==> src/csi_pkg.sv <==
// Constants, register map and types of the charger status controller.
// Assumes a 125 MHz system clock; the bench imports it as well.
package csi_pkg;
    localparam int unsigned CLK_PERIOD_NS = 8;
    localparam int unsigned DEB_TIME_MS   = 30;
    localparam int unsigned DEB_CYC =
        DEB_TIME_MS * 1000000 / CLK_PERIOD_NS;
    localparam int unsigned PULSE_SHORT_US = 1;
    localparam int unsigned PULSE_LONG_US  = 10;
    localparam int unsigned PULSE_SHORT_CYC =
        PULSE_SHORT_US * 1000 / CLK_PERIOD_NS;
    localparam int unsigned PULSE_LONG_CYC =
        PULSE_LONG_US * 1000 / CLK_PERIOD_NS;
    localparam int unsigned DEB_W   = 22;
    localparam int unsigned PULSE_W = 16;

    localparam logic [6:0] I2C_ADDR   = 7'h35;
    localparam logic [7:0] REG_STAT1  = 8'h01;
    localparam logic [7:0] REG_STAT2  = 8'h02;
    localparam logic [7:0] REG_CTRL   = 8'h07;
    localparam logic [7:0] CTRL_RESET = 8'h00;
    localparam logic [7:0] RD_NONE    = 8'h00;
    localparam logic [3:0] BIT_LAST   = 4'h7;
    localparam logic [3:0] BIT_BYTE   = 4'h8;

    localparam logic [3:0] CHG_OFF = 4'h0;
    localparam logic [3:0] CHG_SDP = 4'h1;
    localparam logic [3:0] ID_LEVEL_OPEN = 4'hF;

    // Pending event bits; status one holds the first four.
    localparam int unsigned EV_N   = 5;
    localparam int unsigned EV_VB  = 0;
    localparam int unsigned EV_DCD = 1;
    localparam int unsigned EV_OV  = 2;
    localparam int unsigned EV_TS  = 3;
    localparam int unsigned EV_ACC = 4;

    typedef enum logic [2:0] {
        ID_INVALID  = 3'h0,
        ID_OTG      = 3'h1,
        ID_UART     = 3'h2,
        ID_USB_FAC  = 3'h3,
        ID_UART_FAC = 3'h4,
        ID_UNKNOWN  = 3'h5,
        ID_CHARGER  = 3'h6,
        ID_USB_DEV  = 3'h7
    } csi_id_e;

    typedef enum logic [1:0] {
        ROUTE_OPEN = 2'h0,
        ROUTE_USB  = 2'h1,
        ROUTE_UART = 2'h2
    } csi_route_e;

    typedef enum logic [2:0] {
        I_IDLE = 3'h0,
        I_RX   = 3'h1,
        I_RACK = 3'h2,
        I_TX   = 3'h3,
        I_TACK = 3'h4
    } csi_i2c_e;

    typedef struct packed {
        logic       irq_en;
        logic       irq_type;
        logic       irq_polarity;
        logic       irq_pulse_width;
        logic       charge_pump_on;
        logic       sleep_select;
        logic [1:0] switch_route_select;
    } csi_ctrl_s;

    typedef struct packed {
        logic       scl;
        logic       sda;
        logic       bus_supply_valid_status;
        logic       contact_timeout_status;
        logic       overvoltage;
        logic       thermal_shutdown;
        csi_id_e    id_state;
        logic [3:0] id_level_code;
        logic [3:0] charger_type_code;
        logic       compliance_select;
    } csi_sens_s;
endpackage

==> src/csi_ctrl.sv <==
// Charger status, switch routing, interrupt pin and I2C register slave.
// All status inputs and the I2C pins are asynchronous to mclk_in.
// Notes on behaviour
// Charge enable follows charger type and compliance
// Accessory change reported after 30 ms stability
// Overvoltage opens supply switch, flags fault
// Thermal shutdown stops, recovers and clears itself
// Interrupt sources: supply, timeout, overvoltage, thermal, accessory
// Disabled output masks pin, keeps pending bits
// Pending cleared after both status registers read
// Disabled interrupt turns pin into fault flag
// Invalid or unknown charger pulls pin low
// Level mode holds pin until status cleared
// Polarity bit sets active pin level
// Host reads all status, then rechecks line
// Edge mode pulses with selectable width
// New event restarts the running pulse
// Sleep stops oscillator only when fully idle
// Sleep opens every data switch
// Awake keeps oscillator and bandgap running
// Data lines routed to USB or serial
// No supply releases outputs; default output states
// ID buffer grounds, drives supply, or floats
// Transfers: start, address, pointer, data, stop
// Clock is input only, data open drain
// Slave answers to address 0110101
// Pointer first, then auto-incrementing data
// Timers count system clock, debounce restarts
// Every source latches its own pending bit
`timescale 1ns/10ps
module csi_ctrl
    import csi_pkg::*;
#(
    parameter int unsigned         DEB_CYCLES  = DEB_CYC,
    parameter logic [PULSE_W-1:0]  PULSE_SHORT = PULSE_W'(PULSE_SHORT_CYC),
    parameter logic [PULSE_W-1:0]  PULSE_LONG  = PULSE_W'(PULSE_LONG_CYC)
) (
    // Clock and reset
    input  wire logic       mclk_in,
    input  wire logic       rst_b_in,
    // I2C pins
    input  wire logic       scl_in,
    input  wire logic       sda_in,
    output logic            sda_out,
    output logic            sda_oe_b_out,
    // Detector status
    input  wire logic       bus_supply_in,
    input  wire logic       contact_timeout_in,
    input  wire logic       overvoltage_in,
    input  wire logic       thermal_shutdown_in,
    input  wire logic [2:0] id_state_in,
    input  wire logic [3:0] id_level_code_in,
    input  wire logic [3:0] charger_type_code_in,
    input  wire logic       compliance_select_in,
    // Pin controls
    output logic            charge_en_out,
    output logic            charge_en_oe_b_out,
    output logic            supply_switch_on_out,
    output logic [1:0]      data_route_out,
    output logic            id_buffer_out,
    output logic            id_buffer_oe_b_out,
    output logic            irq_out,
    output logic            irq_oe_b_out,
    output logic            osc_run_out,
    output logic            bandgap_on_out
);
    localparam int unsigned SW = $bits(csi_sens_s);

    logic [SW-1:0]      s1_r, s2_r, s3_r, stab_r;
    csi_sens_s          sn;
    csi_ctrl_s          ctrl_r;
    csi_sens_s          prev_r;
    logic [EV_N-1:0]    ev, pend_r, clr_mask;
    csi_id_e            cand_r, acc_r;
    logic [DEB_W-1:0]   deb_cnt_r;
    logic               acc_ev;
    logic               rd1_r, rd2_r, clr_both;
    logic [PULSE_W-1:0] pulse_r, pw_cyc;
    logic               irq_act, irq_low, bad_chg;
    csi_i2c_e           ist_r;
    logic [3:0]         bit_r;
    logic [7:0]         sh_r, tx_r, ptr_r, rd_val;
    logic               addr_ph_r, ptr_ph_r, rw_r, nack_r, sda_low_r;
    logic               scl_q_r, sda_q_r;
    logic               rise, fall, start, stop;
    logic               byte_in, wr_stb, rd_stb;

    function automatic logic [7:0] rd_mux(input logic [7:0] a,
            input logic [EV_N-1:0] p, input csi_ctrl_s c);
        case (a)
            REG_STAT1: rd_mux = {4'h0, p[EV_TS:EV_VB]};
            REG_STAT2: rd_mux = {7'h00, p[EV_ACC]};
            REG_CTRL:  rd_mux = c;
            default:   rd_mux = RD_NONE;
        endcase
    endfunction

    // Charge enable is released (1) only when off, or SDP when compliant.
    function automatic logic ce_map(input logic [3:0] t, input logic c);
        case (t)
            CHG_OFF: ce_map = 1'b1;
            CHG_SDP: ce_map = c;
            default: ce_map = 1'b0;
        endcase
    endfunction

    // Three-stage synchroniser; a bit moves once stages two and three agree.
    always_ff @(posedge mclk_in or negedge rst_b_in) begin
        if (!rst_b_in) begin
            s1_r <= '0;
            s2_r <= '0;
            s3_r <= '0;
        end else begin
            s1_r <= {scl_in, sda_in, bus_supply_in, contact_timeout_in,
                     overvoltage_in, thermal_shutdown_in, id_state_in,
                     id_level_code_in, charger_type_code_in,
                     compliance_select_in};
            s2_r <= s1_r;
            s3_r <= s2_r;
        end
    end

    for (genvar i = 0; i < SW; i++) begin : g_agree
        always_ff @(posedge mclk_in or negedge rst_b_in) begin
            if (!rst_b_in) begin
                stab_r[i] <= 1'b0;
            end else if (s2_r[i] == s3_r[i]) begin
                stab_r[i] <= s3_r[i];
            end
        end
    end
    assign sn = csi_sens_s'(stab_r);

    always_ff @(posedge mclk_in or negedge rst_b_in) begin
        if (!rst_b_in) begin
            prev_r <= '0;
        end else begin
            prev_r <= sn;
        end
    end

    // Accessory debounce restarts whenever the ID state moves.
    assign acc_ev = (sn.id_state == cand_r) && (cand_r != acc_r) &&
                    (deb_cnt_r == DEB_W'(DEB_CYCLES - 1));
    always_ff @(posedge mclk_in or negedge rst_b_in) begin
        if (!rst_b_in) begin
            cand_r    <= ID_INVALID;
            acc_r     <= ID_INVALID;
            deb_cnt_r <= '0;
        end else if (sn.id_state != cand_r) begin
            cand_r    <= sn.id_state;
            deb_cnt_r <= '0;
        end else if (acc_ev) begin
            acc_r     <= cand_r;
        end else if (cand_r != acc_r) begin
            deb_cnt_r <= deb_cnt_r + 1'b1;
        end
    end

    assign ev[EV_VB]  = sn.bus_supply_valid_status
                      ^ prev_r.bus_supply_valid_status;
    assign ev[EV_DCD] = sn.contact_timeout_status
                      & ~prev_r.contact_timeout_status;
    assign ev[EV_OV]  = sn.overvoltage & ~prev_r.overvoltage;
    assign ev[EV_TS]  = sn.thermal_shutdown & ~prev_r.thermal_shutdown;
    assign ev[EV_ACC] = acc_ev;

    // Thermal recovery withdraws its own pending bit.
    assign clr_both = rd1_r & rd2_r;
    always_comb begin
        clr_mask = {EV_N{clr_both}};
        clr_mask[EV_TS] = clr_both | (prev_r.thermal_shutdown &
                          ~sn.thermal_shutdown);
    end

    // A new event wins over a clear in the same cycle.
    always_ff @(posedge mclk_in or negedge rst_b_in) begin
        if (!rst_b_in) begin
            pend_r <= '0;
        end else begin
            pend_r <= (pend_r & ~clr_mask) | ev;
        end
    end

    always_ff @(posedge mclk_in or negedge rst_b_in) begin
        if (!rst_b_in) begin
            rd1_r <= 1'b0;
            rd2_r <= 1'b0;
        end else if (clr_both) begin
            rd1_r <= 1'b0;
            rd2_r <= 1'b0;
        end else if (rd_stb) begin
            rd1_r <= rd1_r | (ptr_r == REG_STAT1);
            rd2_r <= rd2_r | (ptr_r == REG_STAT2);
        end
    end

    assign pw_cyc = ctrl_r.irq_pulse_width ? PULSE_LONG : PULSE_SHORT;
    always_ff @(posedge mclk_in or negedge rst_b_in) begin
        if (!rst_b_in) begin
            pulse_r <= '0;
        end else if (ctrl_r.irq_en && ctrl_r.irq_type && |ev) begin
            pulse_r <= pw_cyc;
        end else if (pulse_r != '0) begin
            pulse_r <= pulse_r - 1'b1;
        end
    end

    assign bad_chg = sn.bus_supply_valid_status &&
                     (acc_r == ID_INVALID || acc_r == ID_UNKNOWN);
    assign irq_act = ctrl_r.irq_en &&
                     (ctrl_r.irq_type ? (pulse_r != '0)
                                      : |pend_r);
    always_comb begin
        if (bad_chg) begin
            irq_low = 1'b1;
        end else if (!ctrl_r.irq_en) begin
            irq_low = sn.overvoltage | sn.thermal_shutdown;
        end else begin
            irq_low = irq_act ^ ctrl_r.irq_polarity;
        end
    end

    // Pin and switch controls, all registered.
    always_ff @(posedge mclk_in or negedge rst_b_in) begin
        if (!rst_b_in) begin
            irq_oe_b_out         <= 1'b1;
            charge_en_oe_b_out   <= 1'b1;
            supply_switch_on_out <= 1'b0;
            data_route_out       <= ROUTE_OPEN;
            id_buffer_out        <= 1'b0;
            id_buffer_oe_b_out   <= 1'b1;
        end else begin
            irq_oe_b_out <= ~irq_low;
            charge_en_oe_b_out <= ~sn.bus_supply_valid_status |
                ce_map(sn.charger_type_code,
                       sn.compliance_select);
            supply_switch_on_out <= sn.bus_supply_valid_status &&
                acc_r != ID_UART && !sn.overvoltage &&
                !sn.thermal_shutdown;
            if (ctrl_r.sleep_select || !sn.bus_supply_valid_status) begin
                data_route_out <= ROUTE_OPEN;
            end else if (ctrl_r.switch_route_select != ROUTE_OPEN) begin
                data_route_out <= ctrl_r.switch_route_select;
            end else if (acc_r == ID_UART || acc_r == ID_UART_FAC) begin
                data_route_out <= ROUTE_UART;
            end else if (acc_r == ID_INVALID) begin
                data_route_out <= ROUTE_OPEN;
            end else begin
                data_route_out <= ROUTE_USB;
            end
            id_buffer_out <= acc_r != ID_OTG;
            id_buffer_oe_b_out <= !(sn.bus_supply_valid_status &&
                (acc_r == ID_OTG || acc_r == ID_USB_FAC ||
                 acc_r == ID_UART_FAC));
        end
    end

    always_ff @(posedge mclk_in or negedge rst_b_in) begin
        if (!rst_b_in) begin
            osc_run_out    <= 1'b1;
            bandgap_on_out <= 1'b1;
        end else begin
            osc_run_out <= !(ctrl_r.sleep_select &&
                !sn.bus_supply_valid_status &&
                ctrl_r.switch_route_select == ROUTE_OPEN &&
                !ctrl_r.charge_pump_on &&
                sn.id_level_code == ID_LEVEL_OPEN);
            bandgap_on_out <= !ctrl_r.sleep_select;
        end
    end

    assign charge_en_out = 1'b0;
    assign irq_out       = 1'b0;
    assign sda_out       = 1'b0;
    assign sda_oe_b_out  = ~sda_low_r;

    // I2C bit events from the stable copies of SCL and SDA.
    always_ff @(posedge mclk_in or negedge rst_b_in) begin
        if (!rst_b_in) begin
            scl_q_r <= 1'b1;
            sda_q_r <= 1'b1;
        end else begin
            scl_q_r <= sn.scl;
            sda_q_r <= sn.sda;
        end
    end
    assign rise  = sn.scl & ~scl_q_r;
    assign fall  = ~sn.scl & scl_q_r;
    assign start = sn.scl & scl_q_r & sda_q_r & ~sn.sda;
    assign stop  = sn.scl & scl_q_r & ~sda_q_r & sn.sda;
    assign byte_in = ist_r == I_RX && fall && bit_r == BIT_BYTE;
    assign wr_stb  = byte_in && !addr_ph_r && !ptr_ph_r;
    assign rd_stb  = fall && ((ist_r == I_RACK && rw_r) ||
                              (ist_r == I_TACK && !nack_r));
    assign rd_val  = rd_mux(ptr_r, pend_r, ctrl_r);

    always_ff @(posedge mclk_in or negedge rst_b_in) begin
        if (!rst_b_in) begin
            ist_r <= I_IDLE;
            bit_r <= '0;
            sh_r <= '0;
            tx_r <= '0;
            addr_ph_r <= 1'b0;
            ptr_ph_r <= 1'b0;
            rw_r <= 1'b0;
            nack_r <= 1'b0;
            sda_low_r <= 1'b0;
        end else if (start) begin
            ist_r <= I_RX;
            bit_r <= '0;
            addr_ph_r <= 1'b1;
            sda_low_r <= 1'b0;
        end else if (stop) begin
            ist_r <= I_IDLE;
            sda_low_r <= 1'b0;
        end else begin
            case (ist_r)
                I_RX: begin
                    if (rise) begin
                        sh_r  <= {sh_r[6:0], sn.sda};
                        bit_r <= bit_r + 1'b1;
                    end else if (byte_in) begin
                        bit_r <= '0;
                        if (!addr_ph_r || sh_r[7:1] == I2C_ADDR) begin
                            sda_low_r <= 1'b1;
                            ist_r     <= I_RACK;
                        end else begin
                            ist_r <= I_IDLE;
                        end
                        if (addr_ph_r) begin
                            rw_r     <= sh_r[0];
                            ptr_ph_r <= ~sh_r[0];
                        end else begin
                            ptr_ph_r <= 1'b0;
                        end
                    end
                end
                I_RACK, I_TACK: begin
                    if (rise) begin
                        nack_r <= sn.sda;
                    end else if (fall) begin
                        addr_ph_r <= 1'b0;
                        sda_low_r <= 1'b0;
                        if (rd_stb) begin
                            ist_r     <= I_TX;
                            tx_r      <= rd_val;
                            sda_low_r <= ~rd_val[7];
                        end else begin
                            ist_r <= rw_r ? I_IDLE : I_RX;
                        end
                    end
                end
                I_TX: begin
                    if (fall && bit_r == BIT_LAST) begin
                        bit_r     <= '0;
                        sda_low_r <= 1'b0;
                        ist_r     <= I_TACK;
                    end else if (fall) begin
                        tx_r      <= {tx_r[6:0], 1'b0};
                        sda_low_r <= ~tx_r[6];
                        bit_r     <= bit_r + 1'b1;
                    end
                end
                default: ist_r <= I_IDLE;
            endcase
        end
    end

    always_ff @(posedge mclk_in or negedge rst_b_in) begin
        if (!rst_b_in) begin
            ptr_r <= '0;
        end else if (byte_in && !addr_ph_r && ptr_ph_r) begin
            ptr_r <= sh_r;
        end else if (wr_stb || rd_stb) begin
            ptr_r <= ptr_r + 1'b1;
        end
    end

    always_ff @(posedge mclk_in or negedge rst_b_in) begin
        if (!rst_b_in) begin
            ctrl_r <= CTRL_RESET;
        end else if (wr_stb && ptr_r == REG_CTRL) begin
            ctrl_r <= csi_ctrl_s'(sh_r);
        end
    end
endmodule // csi_ctrl

==> config.mk <==
export PLATFORM = sky130hd
export DESIGN_NAME = csi_ctrl
export DESIGN_NICKNAME = d
export VERILOG_FILES = /design/src/csi_pkg.sv /design/src/csi_ctrl.sv
export SDC_FILE = /design/constraint.sdc
export NUM_CORES = 1
export LEC_CHECK = 0
export BUFFER_PORTS_ARGS = -buffer_cell sky130_fd_sc_hd__buf_2
export CORE_MARGIN = 1.5
export CORE_UTILIZATION = 61
export CTS_CLUSTER_DIAMETER = 80
export DETAILED_ROUTE_END_ITERATION = 10
export PLACE_DENSITY_LB_ADDON = 0.08
export SLEW_MARGIN = 20
export SYNTH_ARGS = -nofsm -noshare
export SYNTH_HDL_FRONTEND = slang
export SYNTH_SLANG_ARGS = --single-unit
==> constraint.sdc <==
create_clock -name mclk_in -period 2.6 [get_ports mclk_in]
set_clock_uncertainty 0.05 [all_clocks]
set_input_delay 0.52 -clock mclk_in [delete_from_list [all_inputs] [get_ports mclk_in]]
set_output_delay 0.52 -clock mclk_in [all_outputs]
set_load 0.005 [all_outputs]
Word-level counts from Yosys, hierarchy flattened
Cells that the tools add are included.
{"block": "word_totals", "word_cells": 293, "out_inout_bits": 13, "regBits": 181, "input_bits": 20}
{"block": "op_classes", "n_bitwise": 40, "n_eq_ne": 58, "addsub": 4, "muxes": 62, "n_reduce_logical": 70}
{"cell": "$mux W22", "n": 3}
{"cell": "$mux W7", "n": 5}
{"cell": "$mux W16", "n": 2}
{"cell": "$ne A4 B4 Y1 const B", "n": 7}
{"cell": "$mux W1", "n": 25}
{"cell": "$logic_and A1 B1 Y1", "n": 24}
{"cell": "$mux W4", "n": 6}
{"cell": "$pmux W8 S3", "n": 1}
{"cell": "$add A22 B1 Y22 const B", "n": 1}
{"cell": "$eq A22 B22 Y1 const B", "n": 1}
{"cell": "$mux W3", "n": 7}
{"cell": "$eq A1 B1 Y1", "n": 18}
{"cell": "$not A1 Y1", "n": 18}
{"cell": "$mux W8", "n": 2}
{"cell": "$reduce_and A4 Y1", "n": 4}
{"cell": "$reduce_bool A16 Y1", "n": 1}
{"cell": "$reduce_bool A2 Y1", "n": 8}
{"cell": "$sub A16 B1 Y16 const B", "n": 1}
{"cell": "$pmux W7 S2", "n": 1}
{"cell": "$and A1 B1 Y1", "n": 12}
{"cell": "$eq A3 B2 Y1 const B", "n": 4}
{"cell": "$ne A2 B2 Y1 const B", "n": 6}
{"cell": "$mux W11", "n": 1}
{"cell": "$logic_not A1 Y1", "n": 10}
{"cell": "41 further kinds", "n": 66}

Depth between registers and ports, before layout
{"block": "logic_depth", "word_depth": 10, "depth_mapped": 8, "depth_no_buf": 7}

Least setup slack after synthesis
No wires, ideal clock.
{"block": "synth_timing", "path_kind": "flip-flop to flip-flop", "start": "register ptr_r[3]", "end": "register ctrl_r[0] in the netlist's numbering", "t_required_ps": 2425, "n_path_buf": 0, "period_less_slack_ps": 2203, "setup_slack_ps": 397, "setup_time_ps": 125, "arrival_time_ps": 2028, "path_stages_with_launch": 5, "path_cell_list": "dfrtp_1 > or4_4 > or3_4 > nor4_4 > mux2_2"}
{"block": "synth_between", "elab_chain_len": 2}
{"item": "from (decl)", "line": "csi_ctrl.sv:82", "source": "logic [7:0] sh_r, tx_r, ptr_r, rd_val;"}
{"item": "from (signal assigned)", "line": "csi_ctrl.sv:374", "source": "ptr_r <= sh_r;"}
{"item": "from (signal assigned)", "line": "csi_ctrl.sv:376", "source": "ptr_r <= ptr_r + 1'b1;"}
{"item": "$eq A8 B3 Y1", "line": "csi_ctrl.sv:383", "source": "end else if (wr_stb && ptr_r == REG_CTRL) begin"}
{"item": "$logic_and A1 B1 Y1", "line": "csi_ctrl.sv:383"}
{"item": "to (signal assigned)", "line": "csi_ctrl.sv:384", "source": "ctrl_r <= csi_ctrl_s'(sh_r);"}
{"item": "to (decl)", "line": "csi_ctrl.sv:71", "source": "csi_ctrl_s ctrl_r;"}
No other way between the ends.
A chain may end at the register's enable or synchronous reset.

Worst setup path in the final report
{"block": "layout_timing", "start": "register deb_cnt_r[0]", "end": "register pulse_r[7]"}
{"block": "layout_between", "elab_chain_len": 5, "elab_cells_between_ends": 6, "cone_classes": "eq/ne: 1; mux: 1; reduce/logical: 4"}
{"item": "from (decl)", "line": "csi_ctrl.sv:75", "source": "logic [DEB_W-1:0] deb_cnt_r;"}
{"item": "from (signal assigned)", "line": "csi_ctrl.sv:156", "source": "deb_cnt_r <= deb_cnt_r + 1'b1;"}
{"item": "$eq A22 B22 Y1 *", "line": "csi_ctrl.sv:144", "source": "(deb_cnt_r == DEB_W'(DEB_CYCLES - 1));"}
{"item": "$logic_and A1 B1 Y1 *", "line": "csi_ctrl.sv:143", "source": "assign acc_ev = (sn.id_state == cand_r) && (cand_r != acc_r) &&"}
{"item": "$reduce_or A5 Y1 *", "line": "csi_ctrl.sv:202", "source": "end else if (ctrl_r.irq_en && ctrl_r.irq_type && |ev) begin"}
{"item": "$logic_and A1 B1 Y1 *", "line": "csi_ctrl.sv:202"}
{"item": "$mux W16 / $reduce_bool A2 Y1 (equally long branches)"}
{"item": "to (signal assigned)", "line": "csi_ctrl.sv:203", "source": "pulse_r <= pw_cyc;"}
{"item": "to (signal assigned)", "line": "csi_ctrl.sv:205", "source": "pulse_r <= pulse_r - 1'b1;"}
{"item": "to (decl)", "line": "csi_ctrl.sv:78", "source": "logic [PULSE_W-1:0] pulse_r, pw_cyc;"}
Every way passes the cells marked *; elsewhere a longest branch is shown, timed or not.

==> metrics.cfg <==
[clock_tree]
path_clk_slew_ns=0.07
cts_buffers=17
cts-hold-fix-buffers=0
cts-root-buf=clkbuf_16
cts_tree=built
clkLatencyLatePin_ns=0.42
htreeDepth=4
post_cts.repair.setup_buffers=0
clockBufferDepth=2
numClockSinks=181
ctsResizeCount=0

[place]
placed_cells=853
gp_congestion=0.898
hpwl_mm=10.2
portBuffers=29

[timing]
final.min_clock_period_ns=2.28
hold_viol_final=0
rsz0062_at_grt=no
slew_viol_final=0
clock.fmax_mhz=439
timing.final.crit_share_pct=87.7
fin_tns_setup_ns=0
worst_pin_slew_ns=0.729
slew_headroom_pct=50.7
setup_violations=0

[finish]
regArea_sq_um=4540
diodes=0
fillers=834
drive_gt1_share_pct=15.9
nets=732
final_cells=885
synthToLayoutAreaGrowth_pct=13.1
multiInputGateArea_sq_um=2950

[synth]
synth_top_family_by_area=simple AND/OR/NAND/NOR gates
synth_seq_cells=181
yosysTopAreaCell=dfrtp_1
yosys_warnings=0
netlist_instances=662
syn_area_sq_um=7660
synthAdderAreaFrac_pct=3.66
muxShareOfSynthArea_pct=4.53
synth_edf_count=0
ys_types=65
synthSimpleGateAreaFrac_pct=17.0
yosysTopAreaCellShare_pct=56.9
avgSynthCellArea_sq_um=11.6
synth-compound-area-share_pct=9.51
post_synth_xor_area_fraction_pct=3.66
synth.most_common_cell=dfrtp_1
ys.flop_type=dfrtp_1
synth.top_cells.by_area=dfrtp_1, nand2_1, mux2_2
async_flop_share_pct=100
ys_seq_area_share_pct=59.3
synth.top_cells.by_count=dfrtp_1, nand2_1, nor2_1

[drt]
antenna_left=0
vias=5200
drt-initial-drc-count=459
wire_per_inst_microns=16.7
drt_pass1_iterations=5
totalWireLength_mm=14.7
vias_per_cell=5.88
remaining_drc_errors=0

[critical_path]
rr_worst_depth=6
timing_worst_setup_path_type=register to register
crit_fanout=5
crit_path_start_kind=register
worst_setup_path_end_kind=register
worstSetupStartpoint=deb_cnt_r[0]
r2r_start=deb_cnt_r[0]
cp.required_ns=2.86
critPathArrivalTime_ns=2.54

[power_and_ir_drop]
comb_power_share_pct=11.9
switching_share_pct=27.5
peakVddDrop_mv=0.600
p_clk_share_pct=38.5
power.switching_uw=1800
p_leak_uw=0.00380
seq_power_share_pct=49.5
power_density_nw_per_um2=754
cellInternalPower_uw=4730

[die]
core_sq_um=12100
die_x_microns=115
die_h_microns=115
initial_utilization_pct=63.2
num_rows=40
fp.dieArea_sq_um=13200
boundaryPins=33

[global_routing]
grt_util_all_layers_pct=24.8
grt_overflow_total=0
grt_pass1_vias=5170
antenna_found_initial=0
grt_max_degree=56
grt_pass1_wl_mm=25.2

[hold_path]
hp-class=primary input to asynchronous set/reset pin

[flow_run]
cap_viol_max_count=0

[status]
status=finished clean

==> stage by stage <==
step / setup WS (ns) / power [uW] / cell area (sq um) / utilization (%) / hold slack, ns
2_1_floorplan: 0.397 / 3760 / 7660 / - / 0.174
3_3_place_gp: 0.376 / 4040 / 8080 / 66.7 / 0.284
3_5_place_dp: 0.337 / 4060 / 8080 / 66.7 / 0.285
4_1_cts: 0.325 / 6590 / 8660 / 71.5 / 0.0212
5_1_grt: 0.176 / 6830 / 8660 / 71.5 / 0.0364
6_report: 0.321 / 6530 / 8660 / 71.5 / 0.00993
==> power by group through the flow <==
stage / clock (uW) / sequential [uW] / combinational [uW]
global route: 2690 / 3270 / 876
CTS: 2570 / 3240 / 780
finish: 2520 / 3240 / 779
global placement: 0 / 3280 / 758
floorplan: 0 / 3190 / 569
detailed placement: 0 / 3290 / 774
==> cell type report <==
type                            instances  area share [%]
Tap cell                              168            2.43
Clock buffer                           20            5.16
Clock inverter                         12            1.59
Sequential cell                       181            52.4
Inverter                               17           0.737
Timing Repair Buffer                   46            3.66
Multi-Input combinational cell        441            34.0
==> registers in the layout, summed over array words and instances, names as in the netlist, 8 cells and up <==
register and count:
s1_r 18, sn 18, sh_r 8, pulse_r 16
ptr_r 8, s3_r 18, ctrl_r 8, deb_cnt_r 22
s2_r 18
==> cells by family after synthesis <==
| kind of cell | after synthesis |
|---|---|
| AO/OA/AOI/OAI | 114 |
| flip-flops | 181 |
| multiplexers | 32 |
| AND/OR/NAND/NOR | 234 |
| adder cells (fa/ha/maj) | 26 |
| XOR/XNOR | 32 |
| buffers and inverters | 42 |
| other | 1 |
==> critical path, cell delays in order, from the launching register on <==
cell and delay (ns):
dfrtp_1 0.41, ha_1 0.26, nor3b_1 0.21, nand4_1 0.22, or3_1 0.41, o21ai_2 0.25, mux2_2 0.37
==> path summary, 6_finish.rpt <==
path	endpoint	slack, ns
hold / removal	bit_r[2]	0.01
setup / recovery	pulse_r[7]	0.32
hold reg to reg	s2_r[17]	0.30
min in group mclk_in	s1_r[8]	0.15
setup reg to reg	pulse_r[7]	0.32
max in group asynchronous	id_buffer_oe_b_out	1.82
==> routing by layer <==
layer  global-route usage (%)  routed length, microns
met5                        0                       0
met4                     8.07                     223
met3                     5.75                     649
met2                     39.0                    6970
met1                     34.8                    6890
==> cells in the final DEF, fill, tap and decap left out, drive strengths merged, types with 11 or more instances in the layout <==
cell / n
nor3: 16
mux2: 21
mux2i: 11
nand2: 65
maj3: 18
xor2: 12
or4: 13
xnor2: 20
inv: 24
o21ai: 33
buf: 46
a21oi: 28
nand3: 24
dfrtp: 174
nor2: 33
clkbuf: 20
Power figures use the tool's default switching activity.
